<file path="config.mk">
export PLATFORM = sky130hd
export DESIGN_NAME = isetr_event_tree
export DESIGN_NICKNAME = d
export VERILOG_FILES = /design/src/isetr_pkg.sv /design/src/isetr_event_tree.sv
export SDC_FILE = /design/constraint.sdc
export NUM_CORES = 1
export LEC_CHECK = 0
export BUFFER_PORTS_ARGS = -buffer_cell sky130_fd_sc_hd__buf_2
export CAP_MARGIN = 20
export CORE_UTILIZATION = 44
export DETAILED_ROUTE_END_ITERATION = 8
export PLACE_DENSITY = 0.69
export SLEW_MARGIN = 10
export SYNTH_ARGS = -nofsm -noshare
export SYNTH_HDL_FRONTEND = slang
export SYNTH_SLANG_ARGS = --single-unit
</file>
<file path="constraint.sdc">
create_clock -name i_mclk -period 1.85 [get_ports i_mclk]
set_input_delay 0.0925 -clock i_mclk [delete_from_list [all_inputs] [get_ports i_mclk]]
set_output_delay 0.0925 -clock i_mclk [all_outputs]
set_load 0.05 [all_outputs]
</file>
<file path="src/isetr_pkg.sv">
// package: register map, bit positions and bus carriers for the status event tree
package isetr_pkg;

  // register byte offsets
  localparam logic [7:0] STD_EVT_OFS   = 8'h00;
  localparam logic [7:0] STD_ENA_OFS   = 8'h04;
  localparam logic [7:0] OPR_EVT_OFS   = 8'h08;
  localparam logic [7:0] OPR_ENA_OFS   = 8'h0c;
  localparam logic [7:0] OPU_EVT_OFS   = 8'h10;
  localparam logic [7:0] OPU_ENA_OFS   = 8'h14;
  localparam logic [7:0] OPS_EVT_OFS   = 8'h18;
  localparam logic [7:0] OPS_ENA_OFS   = 8'h1c;
  localparam logic [7:0] QST_EVT_OFS   = 8'h20;
  localparam logic [7:0] QST_ENA_OFS   = 8'h24;
  localparam logic [7:0] SUMMARY_OFS   = 8'h28;
  localparam logic [7:0] CLEAR_ALL_OFS = 8'h2c;

  // standard event bit positions
  localparam int OPERATION_DONE_BIT  = 0;
  localparam int CONTROL_REQUEST_BIT = 1;
  localparam int EMPTY_READ_BIT      = 2;
  localparam int INTERNAL_FAULT_BIT  = 3;
  localparam int EXEC_FAULT_BIT      = 4;
  localparam int COMMAND_FAULT_BIT   = 5;
  localparam int USER_REQUEST_BIT    = 6;
  localparam int POWER_CYCLED_BIT    = 7;

  // rollup positions
  localparam int UNIT_ROLLUP_BIT    = 13;
  localparam int SUMMARY_ROLLUP_BIT = 1;

  // summary event positions
  localparam int CAL_BIT     = 0;
  localparam int MEAS_BIT    = 4;
  localparam int TRIG_BIT    = 5;
  localparam int ARM_BIT     = 6;
  localparam int FILTER_BIT  = 8;
  localparam int LIST_BIT    = 9;
  localparam int IDLE_BIT    = 10;

  // implemented-bit masks for the event registers, other positions read zero; enable registers keep every bit written
  localparam logic [7:0]  STD_MASK = 8'hfd;
  localparam logic [15:0] OPR_MASK = 16'h2000;
  localparam logic [15:0] OPU_MASK = 16'h0002;
  localparam logic [15:0] OPS_MASK = 16'h0771;
  localparam logic [15:0] QST_MASK = 16'h2000;

  localparam logic [7:0]  STD_RESET   = 8'h00;
  localparam logic [15:0] WORD_RESET  = 16'h0000;

  localparam logic [1:0] RESP_OKAY   = 2'b00;
  localparam logic [1:0] RESP_SLVERR = 2'b10;

  // device-side event pulses into the standard register
  typedef struct packed {
    logic operation_done;
    logic empty_read;
    logic internal_fault;
    logic exec_fault;
    logic syntax_fault;
    logic semantic_fault;
    logic trigger_in_message;
    logic user_request;
  } isetr_std_evt_t;

  // instrument activity conditions
  typedef struct packed {
    logic calibrating;
    logic measuring;
    logic wait_trigger;
    logic wait_arm;
    logic filter_ready;
    logic list_running;
    logic idle;
  } isetr_cond_t;

endpackage

</file>
<file path="src/isetr_event_tree.sv">
// status event tree with an axi4-lite register slave
`timescale 1ns/1ps
module isetr_event_tree
  import isetr_pkg::*;
(
  input  wire logic           i_mclk,
  input  wire logic           i_reset,
  input  wire isetr_std_evt_t i_std_evt,
  input  wire isetr_cond_t    i_cond,
  input  wire logic           i_quest_unit_sum,
  input  wire logic [7:0]     i_s_axi_awaddr,
  input  wire logic           i_s_axi_awvalid,
  output logic                o_s_axi_awready,
  input  wire logic [31:0]    i_s_axi_wdata,
  input  wire logic [3:0]     i_s_axi_wstrb,
  input  wire logic           i_s_axi_wvalid,
  output logic                o_s_axi_wready,
  output logic [1:0]          o_s_axi_bresp,
  output logic                o_s_axi_bvalid,
  input  wire logic           i_s_axi_bready,
  input  wire logic [7:0]     i_s_axi_araddr,
  input  wire logic           i_s_axi_arvalid,
  output logic                o_s_axi_arready,
  output logic [31:0]         o_s_axi_rdata,
  output logic [1:0]          o_s_axi_rresp,
  output logic                o_s_axi_rvalid,
  input  wire logic           i_s_axi_rready,
  output logic                o_std_summary,
  output logic                o_opr_summary,
  output logic                o_quest_summary
);

  logic [7:0]  std_evt_reg;
  logic [7:0]  std_ena_reg;
  logic [15:0] opr_evt_reg;
  logic [15:0] opr_ena_reg;
  logic [15:0] opu_evt_reg;
  logic [15:0] opu_ena_reg;
  logic [15:0] ops_evt_reg;
  logic [15:0] ops_ena_reg;
  logic [15:0] qst_evt_reg;
  logic [15:0] qst_ena_reg;
  logic        pon_pending_reg;

  logic        aw_held_reg;
  logic [7:0]  aw_addr_reg;
  logic        w_held_reg;
  logic [31:0] w_data_reg;
  logic [3:0]  w_strb_reg;
  logic        bvalid_reg;
  logic [1:0]  bresp_reg;
  logic        rvalid_reg;
  logic [31:0] rdata_reg;
  logic [1:0]  rresp_reg;

  logic [7:0]  std_set;
  logic [15:0] opr_set;
  logic [15:0] opu_set;
  logic [15:0] ops_set;
  logic [15:0] qst_set;
  logic        wr_fire;
  logic        rd_fire;
  logic        clear_all;
  logic        ops_sum;
  logic        opu_sum;
  logic        qst_sum;

  function automatic logic known_addr(input logic [7:0] a);
    known_addr = (a <= CLEAR_ALL_OFS) && (a[1:0] == 2'b00);
  endfunction

  function automatic logic any_enabled(input logic [15:0] e, input logic [15:0] n);
    any_enabled = |(e & n);
  endfunction

  // ---------------- event sources ----------------
  always_comb begin
    std_set = 8'h00;
    std_set[OPERATION_DONE_BIT] = i_std_evt.operation_done;
    std_set[CONTROL_REQUEST_BIT] = 1'b0;
    std_set[EMPTY_READ_BIT]     = i_std_evt.empty_read;
    std_set[INTERNAL_FAULT_BIT] = i_std_evt.internal_fault;
    std_set[EXEC_FAULT_BIT]     = i_std_evt.exec_fault;
    std_set[COMMAND_FAULT_BIT]  = i_std_evt.syntax_fault
                                | i_std_evt.semantic_fault
                                | i_std_evt.trigger_in_message;
    std_set[USER_REQUEST_BIT]   = i_std_evt.user_request;
    std_set[POWER_CYCLED_BIT]   = pon_pending_reg;
  end

  always_comb begin
    ops_set = 16'h0000;
    ops_set[CAL_BIT]    = i_cond.calibrating;
    ops_set[MEAS_BIT]   = i_cond.measuring;
    ops_set[TRIG_BIT]   = i_cond.wait_trigger;
    ops_set[ARM_BIT]    = i_cond.wait_arm;
    ops_set[FILTER_BIT] = i_cond.filter_ready;
    ops_set[LIST_BIT]   = i_cond.list_running;
    ops_set[IDLE_BIT]   = i_cond.idle;
  end

  // summaries are combinational so a read-clear drops them at once
  assign ops_sum = any_enabled(ops_evt_reg, ops_ena_reg);
  assign opu_sum = any_enabled(opu_evt_reg, opu_ena_reg);
  assign qst_sum = any_enabled(qst_evt_reg, qst_ena_reg);

  always_comb begin
    opu_set = 16'h0000;
    opu_set[SUMMARY_ROLLUP_BIT] = ops_sum;
    opr_set = 16'h0000;
    opr_set[UNIT_ROLLUP_BIT] = opu_sum;
    qst_set = 16'h0000;
    qst_set[UNIT_ROLLUP_BIT] = i_quest_unit_sum;
  end

  assign o_std_summary   = |(std_evt_reg & std_ena_reg);
  assign o_opr_summary   = any_enabled(opr_evt_reg, opr_ena_reg);
  assign o_quest_summary = qst_sum;

  // ---------------- bus handshake ----------------
  assign o_s_axi_awready = !aw_held_reg && !bvalid_reg;
  assign o_s_axi_wready  = !w_held_reg && !bvalid_reg;
  assign o_s_axi_arready = !rvalid_reg;
  assign wr_fire = aw_held_reg && w_held_reg && !bvalid_reg;
  assign rd_fire = i_s_axi_arvalid && !rvalid_reg;
  assign clear_all = wr_fire && aw_addr_reg == CLEAR_ALL_OFS && w_strb_reg[0] && w_data_reg[0];

  always_ff @(posedge i_mclk) begin
    if (i_reset) begin
      aw_held_reg <= 1'b0;
      aw_addr_reg <= 8'h00;
    end else if (i_s_axi_awvalid && o_s_axi_awready) begin
      aw_held_reg <= 1'b1;
      aw_addr_reg <= i_s_axi_awaddr;
    end else if (wr_fire) begin
      aw_held_reg <= 1'b0;
    end
  end

  always_ff @(posedge i_mclk) begin
    if (i_reset) begin
      w_held_reg <= 1'b0;
      w_data_reg <= 32'h0000_0000;
      w_strb_reg <= 4'h0;
    end else if (i_s_axi_wvalid && o_s_axi_wready) begin
      w_held_reg <= 1'b1;
      w_data_reg <= i_s_axi_wdata;
      w_strb_reg <= i_s_axi_wstrb;
    end else if (wr_fire) begin
      w_held_reg <= 1'b0;
    end
  end

  always_ff @(posedge i_mclk) begin
    if (i_reset) begin
      bvalid_reg <= 1'b0;
      bresp_reg  <= RESP_OKAY;
    end else if (wr_fire) begin
      bvalid_reg <= 1'b1;
      bresp_reg  <= known_addr(aw_addr_reg) ? RESP_OKAY : RESP_SLVERR;
    end else if (i_s_axi_bready) begin
      bvalid_reg <= 1'b0;
    end
  end

  assign o_s_axi_bvalid = bvalid_reg;
  assign o_s_axi_bresp  = bresp_reg;

  // read data captured as the flags are cleared by the same read
  always_ff @(posedge i_mclk) begin
    if (i_reset) begin
      rvalid_reg <= 1'b0;
      rdata_reg  <= 32'h0000_0000;
      rresp_reg  <= RESP_OKAY;
    end else if (rd_fire) begin
      rvalid_reg <= 1'b1;
      rresp_reg  <= known_addr(i_s_axi_araddr) ? RESP_OKAY : RESP_SLVERR;
      case (i_s_axi_araddr)
        STD_EVT_OFS: rdata_reg <= {24'h000000, std_evt_reg};
        STD_ENA_OFS: rdata_reg <= {24'h000000, std_ena_reg};
        OPR_EVT_OFS: rdata_reg <= {16'h0000, opr_evt_reg};
        OPR_ENA_OFS: rdata_reg <= {16'h0000, opr_ena_reg};
        OPU_EVT_OFS: rdata_reg <= {16'h0000, opu_evt_reg};
        OPU_ENA_OFS: rdata_reg <= {16'h0000, opu_ena_reg};
        OPS_EVT_OFS: rdata_reg <= {16'h0000, ops_evt_reg};
        OPS_ENA_OFS: rdata_reg <= {16'h0000, ops_ena_reg};
        QST_EVT_OFS: rdata_reg <= {16'h0000, qst_evt_reg};
        QST_ENA_OFS: rdata_reg <= {16'h0000, qst_ena_reg};
        SUMMARY_OFS: rdata_reg <= {29'h0, o_quest_summary, o_opr_summary, o_std_summary};
        default:     rdata_reg <= 32'h0000_0000;
      endcase
    end else if (i_s_axi_rready) begin
      rvalid_reg <= 1'b0;
    end
  end

  assign o_s_axi_rvalid = rvalid_reg;
  assign o_s_axi_rdata  = rdata_reg;
  assign o_s_axi_rresp  = rresp_reg;

  // ---------------- power-on flag ----------------
  // held until the first read of the standard flags, so it also survives a clear-all
  always_ff @(posedge i_mclk) begin
    if (i_reset) begin
      pon_pending_reg <= 1'b1;
    end else if (rd_fire && i_s_axi_araddr == STD_EVT_OFS) begin
      pon_pending_reg <= 1'b0;
    end
  end

  // ---------------- flag registers: set wins over read-clear, except the power-cycled bit ----------------
  always_ff @(posedge i_mclk) begin
    if (i_reset) begin
      std_evt_reg <= STD_RESET;
    end else if ((rd_fire && i_s_axi_araddr == STD_EVT_OFS) || clear_all) begin
      std_evt_reg <= std_set & STD_MASK & ~(8'h80);
    end else begin
      std_evt_reg <= (std_evt_reg | std_set) & STD_MASK;
    end
  end

  always_ff @(posedge i_mclk) begin
    if (i_reset) begin
      opr_evt_reg <= WORD_RESET;
    end else if ((rd_fire && i_s_axi_araddr == OPR_EVT_OFS) || clear_all) begin
      // clear-all drops the rollup too, its source is cleared on the same edge
      opr_evt_reg <= clear_all ? WORD_RESET : (opr_set & OPR_MASK);
    end else begin
      opr_evt_reg <= (opr_evt_reg | opr_set) & OPR_MASK;
    end
  end

  always_ff @(posedge i_mclk) begin
    if (i_reset) begin
      opu_evt_reg <= WORD_RESET;
    end else if ((rd_fire && i_s_axi_araddr == OPU_EVT_OFS) || clear_all) begin
      opu_evt_reg <= clear_all ? WORD_RESET : (opu_set & OPU_MASK);
    end else begin
      opu_evt_reg <= (opu_evt_reg | opu_set) & OPU_MASK;
    end
  end

  always_ff @(posedge i_mclk) begin
    if (i_reset) begin
      ops_evt_reg <= WORD_RESET;
    end else if ((rd_fire && i_s_axi_araddr == OPS_EVT_OFS) || clear_all) begin
      ops_evt_reg <= ops_set & OPS_MASK;
    end else begin
      ops_evt_reg <= (ops_evt_reg | ops_set) & OPS_MASK;
    end
  end

  always_ff @(posedge i_mclk) begin
    if (i_reset) begin
      qst_evt_reg <= WORD_RESET;
    end else if ((rd_fire && i_s_axi_araddr == QST_EVT_OFS) || clear_all) begin
      qst_evt_reg <= qst_set & QST_MASK;
    end else begin
      qst_evt_reg <= (qst_evt_reg | qst_set) & QST_MASK;
    end
  end

  // ---------------- enable registers: whole-word writes only ----------------
  // byte strobes ignored on purpose; a partial enable word is never formed
  always_ff @(posedge i_mclk) begin
    if (i_reset) begin
      std_ena_reg <= STD_RESET;
      opr_ena_reg <= WORD_RESET;
      opu_ena_reg <= WORD_RESET;
      ops_ena_reg <= WORD_RESET;
      qst_ena_reg <= WORD_RESET;
    end else if (wr_fire) begin
      case (aw_addr_reg)
        STD_ENA_OFS: std_ena_reg <= w_data_reg[7:0];
        OPR_ENA_OFS: opr_ena_reg <= w_data_reg[15:0];
        OPU_ENA_OFS: opu_ena_reg <= w_data_reg[15:0];
        OPS_ENA_OFS: ops_ena_reg <= w_data_reg[15:0];
        QST_ENA_OFS: qst_ena_reg <= w_data_reg[15:0];
        default: begin
        end
      endcase
    end
  end

  // ---------------- assertions ----------------
  never_ctrl_req_a: assert property (@(posedge i_mclk) disable iff (i_reset)
    !std_evt_reg[CONTROL_REQUEST_BIT]) else $error("control request bit set");

  op_done_set_a: assert property (@(posedge i_mclk) disable iff (i_reset)
    i_std_evt.operation_done |=> std_evt_reg[OPERATION_DONE_BIT])
    else $error("operation done lost");

  empty_read_set_a: assert property (@(posedge i_mclk) disable iff (i_reset)
    i_std_evt.empty_read |=> std_evt_reg[EMPTY_READ_BIT]) else $error("empty read lost");

  dev_fault_set_a: assert property (@(posedge i_mclk) disable iff (i_reset)
    i_std_evt.internal_fault |=> std_evt_reg[INTERNAL_FAULT_BIT])
    else $error("internal fault lost");

  exec_fault_set_a: assert property (@(posedge i_mclk) disable iff (i_reset)
    i_std_evt.exec_fault |=> std_evt_reg[EXEC_FAULT_BIT])
    else $error("execution fault lost");

  cmd_fault_set_a: assert property (@(posedge i_mclk) disable iff (i_reset)
    (i_std_evt.syntax_fault || i_std_evt.semantic_fault || i_std_evt.trigger_in_message)
    |=> std_evt_reg[COMMAND_FAULT_BIT]) else $error("command fault not flagged");

  user_req_set_a: assert property (@(posedge i_mclk) disable iff (i_reset)
    i_std_evt.user_request |=> std_evt_reg[USER_REQUEST_BIT])
    else $error("user request lost");

  flag_latch_a: assert property (@(posedge i_mclk) disable iff (i_reset)
    (std_evt_reg[INTERNAL_FAULT_BIT] && !(rd_fire && i_s_axi_araddr == STD_EVT_OFS) && !clear_all)
    |=> std_evt_reg[INTERNAL_FAULT_BIT]) else $error("flag did not latch");

  read_clear_a: assert property (@(posedge i_mclk) disable iff (i_reset)
    (rd_fire && i_s_axi_araddr == OPS_EVT_OFS && ops_set == 16'h0000)
    |=> ops_evt_reg == 16'h0000 ##0 o_s_axi_rvalid) else $error("read did not clear");

  meas_flag_set_a: assert property (@(posedge i_mclk) disable iff (i_reset)
    i_cond.measuring |=> ops_evt_reg[MEAS_BIT]) else $error("measuring flag lost");

  trig_flag_set_a: assert property (@(posedge i_mclk) disable iff (i_reset)
    i_cond.wait_trigger |=> ops_evt_reg[TRIG_BIT]) else $error("trigger wait flag lost");

  filter_flag_set_a: assert property (@(posedge i_mclk) disable iff (i_reset)
    i_cond.filter_ready |=> ops_evt_reg[FILTER_BIT]) else $error("filter flag lost");

  idle_flag_set_a: assert property (@(posedge i_mclk) disable iff (i_reset)
    i_cond.idle |=> ops_evt_reg[IDLE_BIT]) else $error("idle flag lost");

  unit_summary_a: assert property (@(posedge i_mclk) disable iff (i_reset)
    (ops_evt_reg[MEAS_BIT] && ops_ena_reg[MEAS_BIT] && !clear_all)
    |=> opu_evt_reg[SUMMARY_ROLLUP_BIT]) else $error("unit summary missed");

  unit_rollup_a: assert property (@(posedge i_mclk) disable iff (i_reset)
    (opu_evt_reg[SUMMARY_ROLLUP_BIT] && opu_ena_reg[SUMMARY_ROLLUP_BIT] && !clear_all)
    |=> opr_evt_reg[UNIT_ROLLUP_BIT]) else $error("operation rollup missed");

  quest_flag_set_a: assert property (@(posedge i_mclk) disable iff (i_reset)
    i_quest_unit_sum |=> qst_evt_reg[UNIT_ROLLUP_BIT]) else $error("questionable flag lost");

  unused_zero_a: assert property (@(posedge i_mclk) disable iff (i_reset)
    ((opr_evt_reg & ~OPR_MASK) == 16'h0000) && ((ops_evt_reg & ~OPS_MASK) == 16'h0000))
    else $error("unused flag bit set");

  power_flag_a: assert property (@(posedge i_mclk)
    $fell(i_reset) |-> std_evt_reg == STD_RESET ##1 std_evt_reg[POWER_CYCLED_BIT])
    else $error("power flag not raised after reset");

  enable_write_a: assert property (@(posedge i_mclk) disable iff (i_reset)
    (wr_fire && aw_addr_reg == QST_ENA_OFS) |=> qst_ena_reg == $past(w_data_reg[15:0]))
    else $error("enable word not written whole");

  summary_and_a: assert property (@(posedge i_mclk) disable iff (i_reset)
    o_std_summary == |(std_evt_reg & std_ena_reg)) else $error("summary mismatch");

  quest_summary_a: assert property (@(posedge i_mclk) disable iff (i_reset)
    (qst_evt_reg[UNIT_ROLLUP_BIT] && qst_ena_reg[UNIT_ROLLUP_BIT]) == o_quest_summary)
    else $error("questionable summary mismatch");

endmodule

</file>
==> flow_summary_export.csv <==
group,metric,value,unit
outcome,run_status,"finished, final reports clean",
job,maxcap_violations,0,
pwr,peakVddDrop,802,uV
pwr,p_seq_share,44.6,%
synthesis,synthDominantAreaCellType,"sky130_fd_sc_hd__dfxtp_1",
setup_path,crit_fanout,8,
global_route,vias_in_the_first_global_route,5290,
layout,fillerInstances,1177,
setup_path,setup.worst_path.class,"register to register",
synthesis,synth.yosys.seq_area_share,46.3,%
global_route,antenna_violations_before_repair,0,
layout,antenna_fix_cells,0,
layout,syn_to_final_growth,30.6,%
die,dieHeight,118,um
setup_path,worst_reg_to_reg_cells,8,
synthesis,synth_area_leaders,"sky130_fd_sc_hd__dfxtp_1, sky130_fd_sc_hd__nand2_1, sky130_fd_sc_hd__a21oi_1",
route,avgViaCountPerCell,5.51,
global_route,globalRouteMet2Util,41.7,%
die,start_util,44.9,%
synthesis,synth_largest_type_area_fraction,46.3,%
place,place.gp.congestion,0.894,
sta,setup_viol_count_final,0,
synthesis,postSynth.topFlopCell,"sky130_fd_sc_hd__dfxtp_1",
route,first_iter_violations,497,
synthesis,syn_area,5920,sq um
die,core-area,13200,sq um
global_route,grt_remaining_overflow,0,
global_route,busiest_metal_layer_after_global_routing,"met2",
sta,finClkSkew,0.00420,ns
sta,timing.final.crit_period,1.85,ns
synthesis,flops_latches_synth,137,
synthesis,synth_cell_types,57,
clock_tree,cts_max_level,4,
global_route,grt_pass1_wl,28100,um
sta,report.final.hold_viol_count,0,
clock_tree,clk_pin_slew,0.06,ns
sta,min_period_over_period,99.9,%
clock_tree,cts-root-buf,"sky130_fd_sc_hd__clkbuf_16",
route,drc,0,
global_route,grtUsageTotal,26.2,%
synthesis,synthesis.area_per_instance,8.38,sq um
pwr,clk_pwr_share,45.9,%
route,route.final.wire_length,18000,um
worst_hold_path,worst_hold_path.endpoint,"o_s_axi_rdata[3]",
clock_tree,cts_num_sinks,137,
synthesis,top_cells_by_count_synth,"sky130_fd_sc_hd__nand2_1, sky130_fd_sc_hd__dfxtp_1, sky130_fd_sc_hd__a21oi_1",
clock_tree,clock_insertion_delay_worst_skew,0.42,ns
layout,finalNetCount,921,
pwr,cellInternalPower,5.29,mW
setup_path,crit_path_end_kind,"register",
sta,maxSlewViolCount,0,
sta,slew_at_the_pin_with_the_worst_max_slew_slack,1.10,ns
sta,fmax,541,MHz
setup_path,reg2reg_setup_slack,0.003,ns
setup_path,rr_endpoint,"qst_ena_reg[7]",
global_route,groute.layer.met1.usage,34.5,%
synthesis,synth_cells,706,
worst_hold_path,worst_hold_path.num_cells,4,
route,detail_route.first_pass.iterations,7,
synthesis,synth_async_sr_flop_share,0,%
place,port_buffers,81,
pwr,static-leakage-power,2.86,nW
synthesis,post-synth-top-count-cell,"sky130_fd_sc_hd__nand2_1",
setup_path,worstSetupStartpointType,"register",
setup_path,cp_data_arrival_time,2.18,ns
place,detailedPlacementHpwl,12200,um
die,design.die.area,13900,sq um
setup_path,reg2reg_from,"aw_addr_reg[6]",
route,detailroute.via_count,5700,
global_route,gr-usage-met3,6.06,%
die,io-pin-count,119,
route,detail_route.wl_per_cell,17.4,um
worst_hold_path,holdCritStartpoint,"i_s_axi_arvalid",
route,antenna_violating_nets_post_route,0,
worst_hold_path,hp-class,"input port to register",
pwr,switchingPower,1.71,mW
die,die_x,118,um
clock_tree,cts_tree,"yes",
pwr,p_sw_share,24.5,%
synthesis,synth.yosys.warnings,0,
pwr,power_per_cell_area,906,nW/um^2
global_route,grt_max_degree,105,
layout,final_core_util,58.6,%
synthesis,synth_edf_count,0,
pwr,combPwrFrac,9.5,%
sta,setup_total_neg_slack,0,ns
clock_tree,cts-buffers-inserted,17,
setup_path,critical_path_data_required_time,2.19,ns
die,placement_rows,42,
sta,timing.hold.ws,0.0808,ns
clock_tree,cts-root-to-sink-buffers,2,
sta,timing.max_slew.rel_slack,26.5,%
sta,grt_setup_unrepaired,"true",
layout,layout-drive-gt1-share,21.1,%
==> per-stage QoR <==
| step | cells | setup slack, ns | total power [mW] | area [sq um] |
|---|---|---|---|---|
| after floorplan | 723 | 0.00464 | 3.57 | 5990 |
| after global placement | 955 | 0.0110 | 3.74 | 6640 |
| after detailed placement | 955 | -0.112 | 3.75 | 6640 |
| after CTS | 1033 | -0.000156 | 7.03 | 7660 |
| after global routing | 1035 | -0.0884 | 7.24 | 7730 |
| final | 1035 | 0.00254 | 7.00 | 7730 |
==> worst max path at each step <==
stage | from | endpoint | slack (ns)
after detailed placement | aw_addr_reg[0] | qst_ena_reg[7] | -0.11
final | aw_addr_reg[6] | qst_ena_reg[7] | 0.003
after CTS | aw_addr_reg[6] | qst_ena_reg[7] | -0.0002
after floorplan | o_s_axi_bvalid | w_data_reg[10] | 0.005
after global routing | aw_addr_reg[6] | qst_ena_reg[13] | -0.09
after global placement | aw_addr_reg[0] | qst_ena_reg[6] | 0.01
==> cell families after synthesis <==
kind of cell | count (synthesis) | synth area share (%)
other | 1 | 0.0634
AND/OR/NAND/NOR | 281 | 22.4
buffers and inverters | 67 | 5.75
flip-flops | 137 | 46.3
AO/OA/AOI/OAI | 191 | 20.3
multiplexers | 29 | 5.20
==> area by class of cell <==
cell class	instances	area (sq um)	share of cell area (%)
clock buffer	24	462	5.97
clock inverter	8	96.3	1.25
inverter	5	18.8	0.243
multi-input combinational	519	2940	38.1
sequential	137	2750	35.6
tap	176	220	2.85
timing repair buffer	166	1240	16.0
==> power groups by stage <==
| stage | clock [mW] | combinational, mW | sequential (mW) |
|---|---|---|---|
| finish | 3.21 | 0.665 | 3.13 |
| global placement | 0 | 0.559 | 3.18 |
| floorplan | 0 | 0.401 | 3.16 |
| CTS | 3.25 | 0.655 | 3.12 |
| global route | 3.40 | 0.715 | 3.13 |
| detailed placement | 0 | 0.571 | 3.18 |
==> cells in the final DEF (no fill, tap or decap), types with 4 or more instances in the layout <==
cell type / n
sky130_fd_sc_hd__nor2_1: 31
sky130_fd_sc_hd__a32oi_1: 7
sky130_fd_sc_hd__a22o_1: 20
sky130_fd_sc_hd__mux2_2: 4
sky130_fd_sc_hd__nand3_1: 11
sky130_fd_sc_hd__nand2b_1: 4
sky130_fd_sc_hd__conb_1: 18
sky130_fd_sc_hd__a22oi_1: 15
sky130_fd_sc_hd__buf_4: 34
sky130_fd_sc_hd__a21oi_1: 90
sky130_fd_sc_hd__dfxtp_1: 135
sky130_fd_sc_hd__clkinv_2: 4
sky130_fd_sc_hd__inv_1: 5
sky130_fd_sc_hd__and2_1: 7
sky130_fd_sc_hd__o21ai_0: 18
sky130_fd_sc_hd__nor3_1: 4
sky130_fd_sc_hd__clkbuf_16: 17
sky130_fd_sc_hd__clkbuf_1: 6
sky130_fd_sc_hd__buf_12: 6
sky130_fd_sc_hd__buf_2: 80
sky130_fd_sc_hd__nand2_1: 181
sky130_fd_sc_hd__a31oi_1: 5
sky130_fd_sc_hd__a221oi_1: 8
sky130_fd_sc_hd__nand2_2: 4
sky130_fd_sc_hd__dlygate4sd3_1: 43
sky130_fd_sc_hd__mux2i_1: 24
sky130_fd_sc_hd__nor2b_1: 5
==> layer usage <==
layer / up-vias / wire [um]
met5: - / 0
met4: 0 / 384
met3: 29 / 1430
met2: 272 / 8290
met1: 2671 / 7860
li1: 2728 / -
==> critical path, cell delays in order, from the launching register on <==
cell	delay (ns)
sky130_fd_sc_hd__dfxtp_2	0.33
sky130_fd_sc_hd__nor4_4	0.25
sky130_fd_sc_hd__buf_4	0.17
sky130_fd_sc_hd__nand3_4	0.10
sky130_fd_sc_hd__buf_6	0.14
sky130_fd_sc_hd__nor4b_4	0.35
sky130_fd_sc_hd__buf_6	0.20
sky130_fd_sc_hd__nand2_1	0.08
sky130_fd_sc_hd__a21oi_2	0.14
==> repair_timing <==
item	CTS	global route
pin swaps	3	18
setup endpoints to repair	49	77
endpoints found under the hold margin	41	0
hold buffers	43	0
gates resized for setup	4	15
buffers inserted	3	2
No activity file was read; power rests on OpenSTA's default activity.
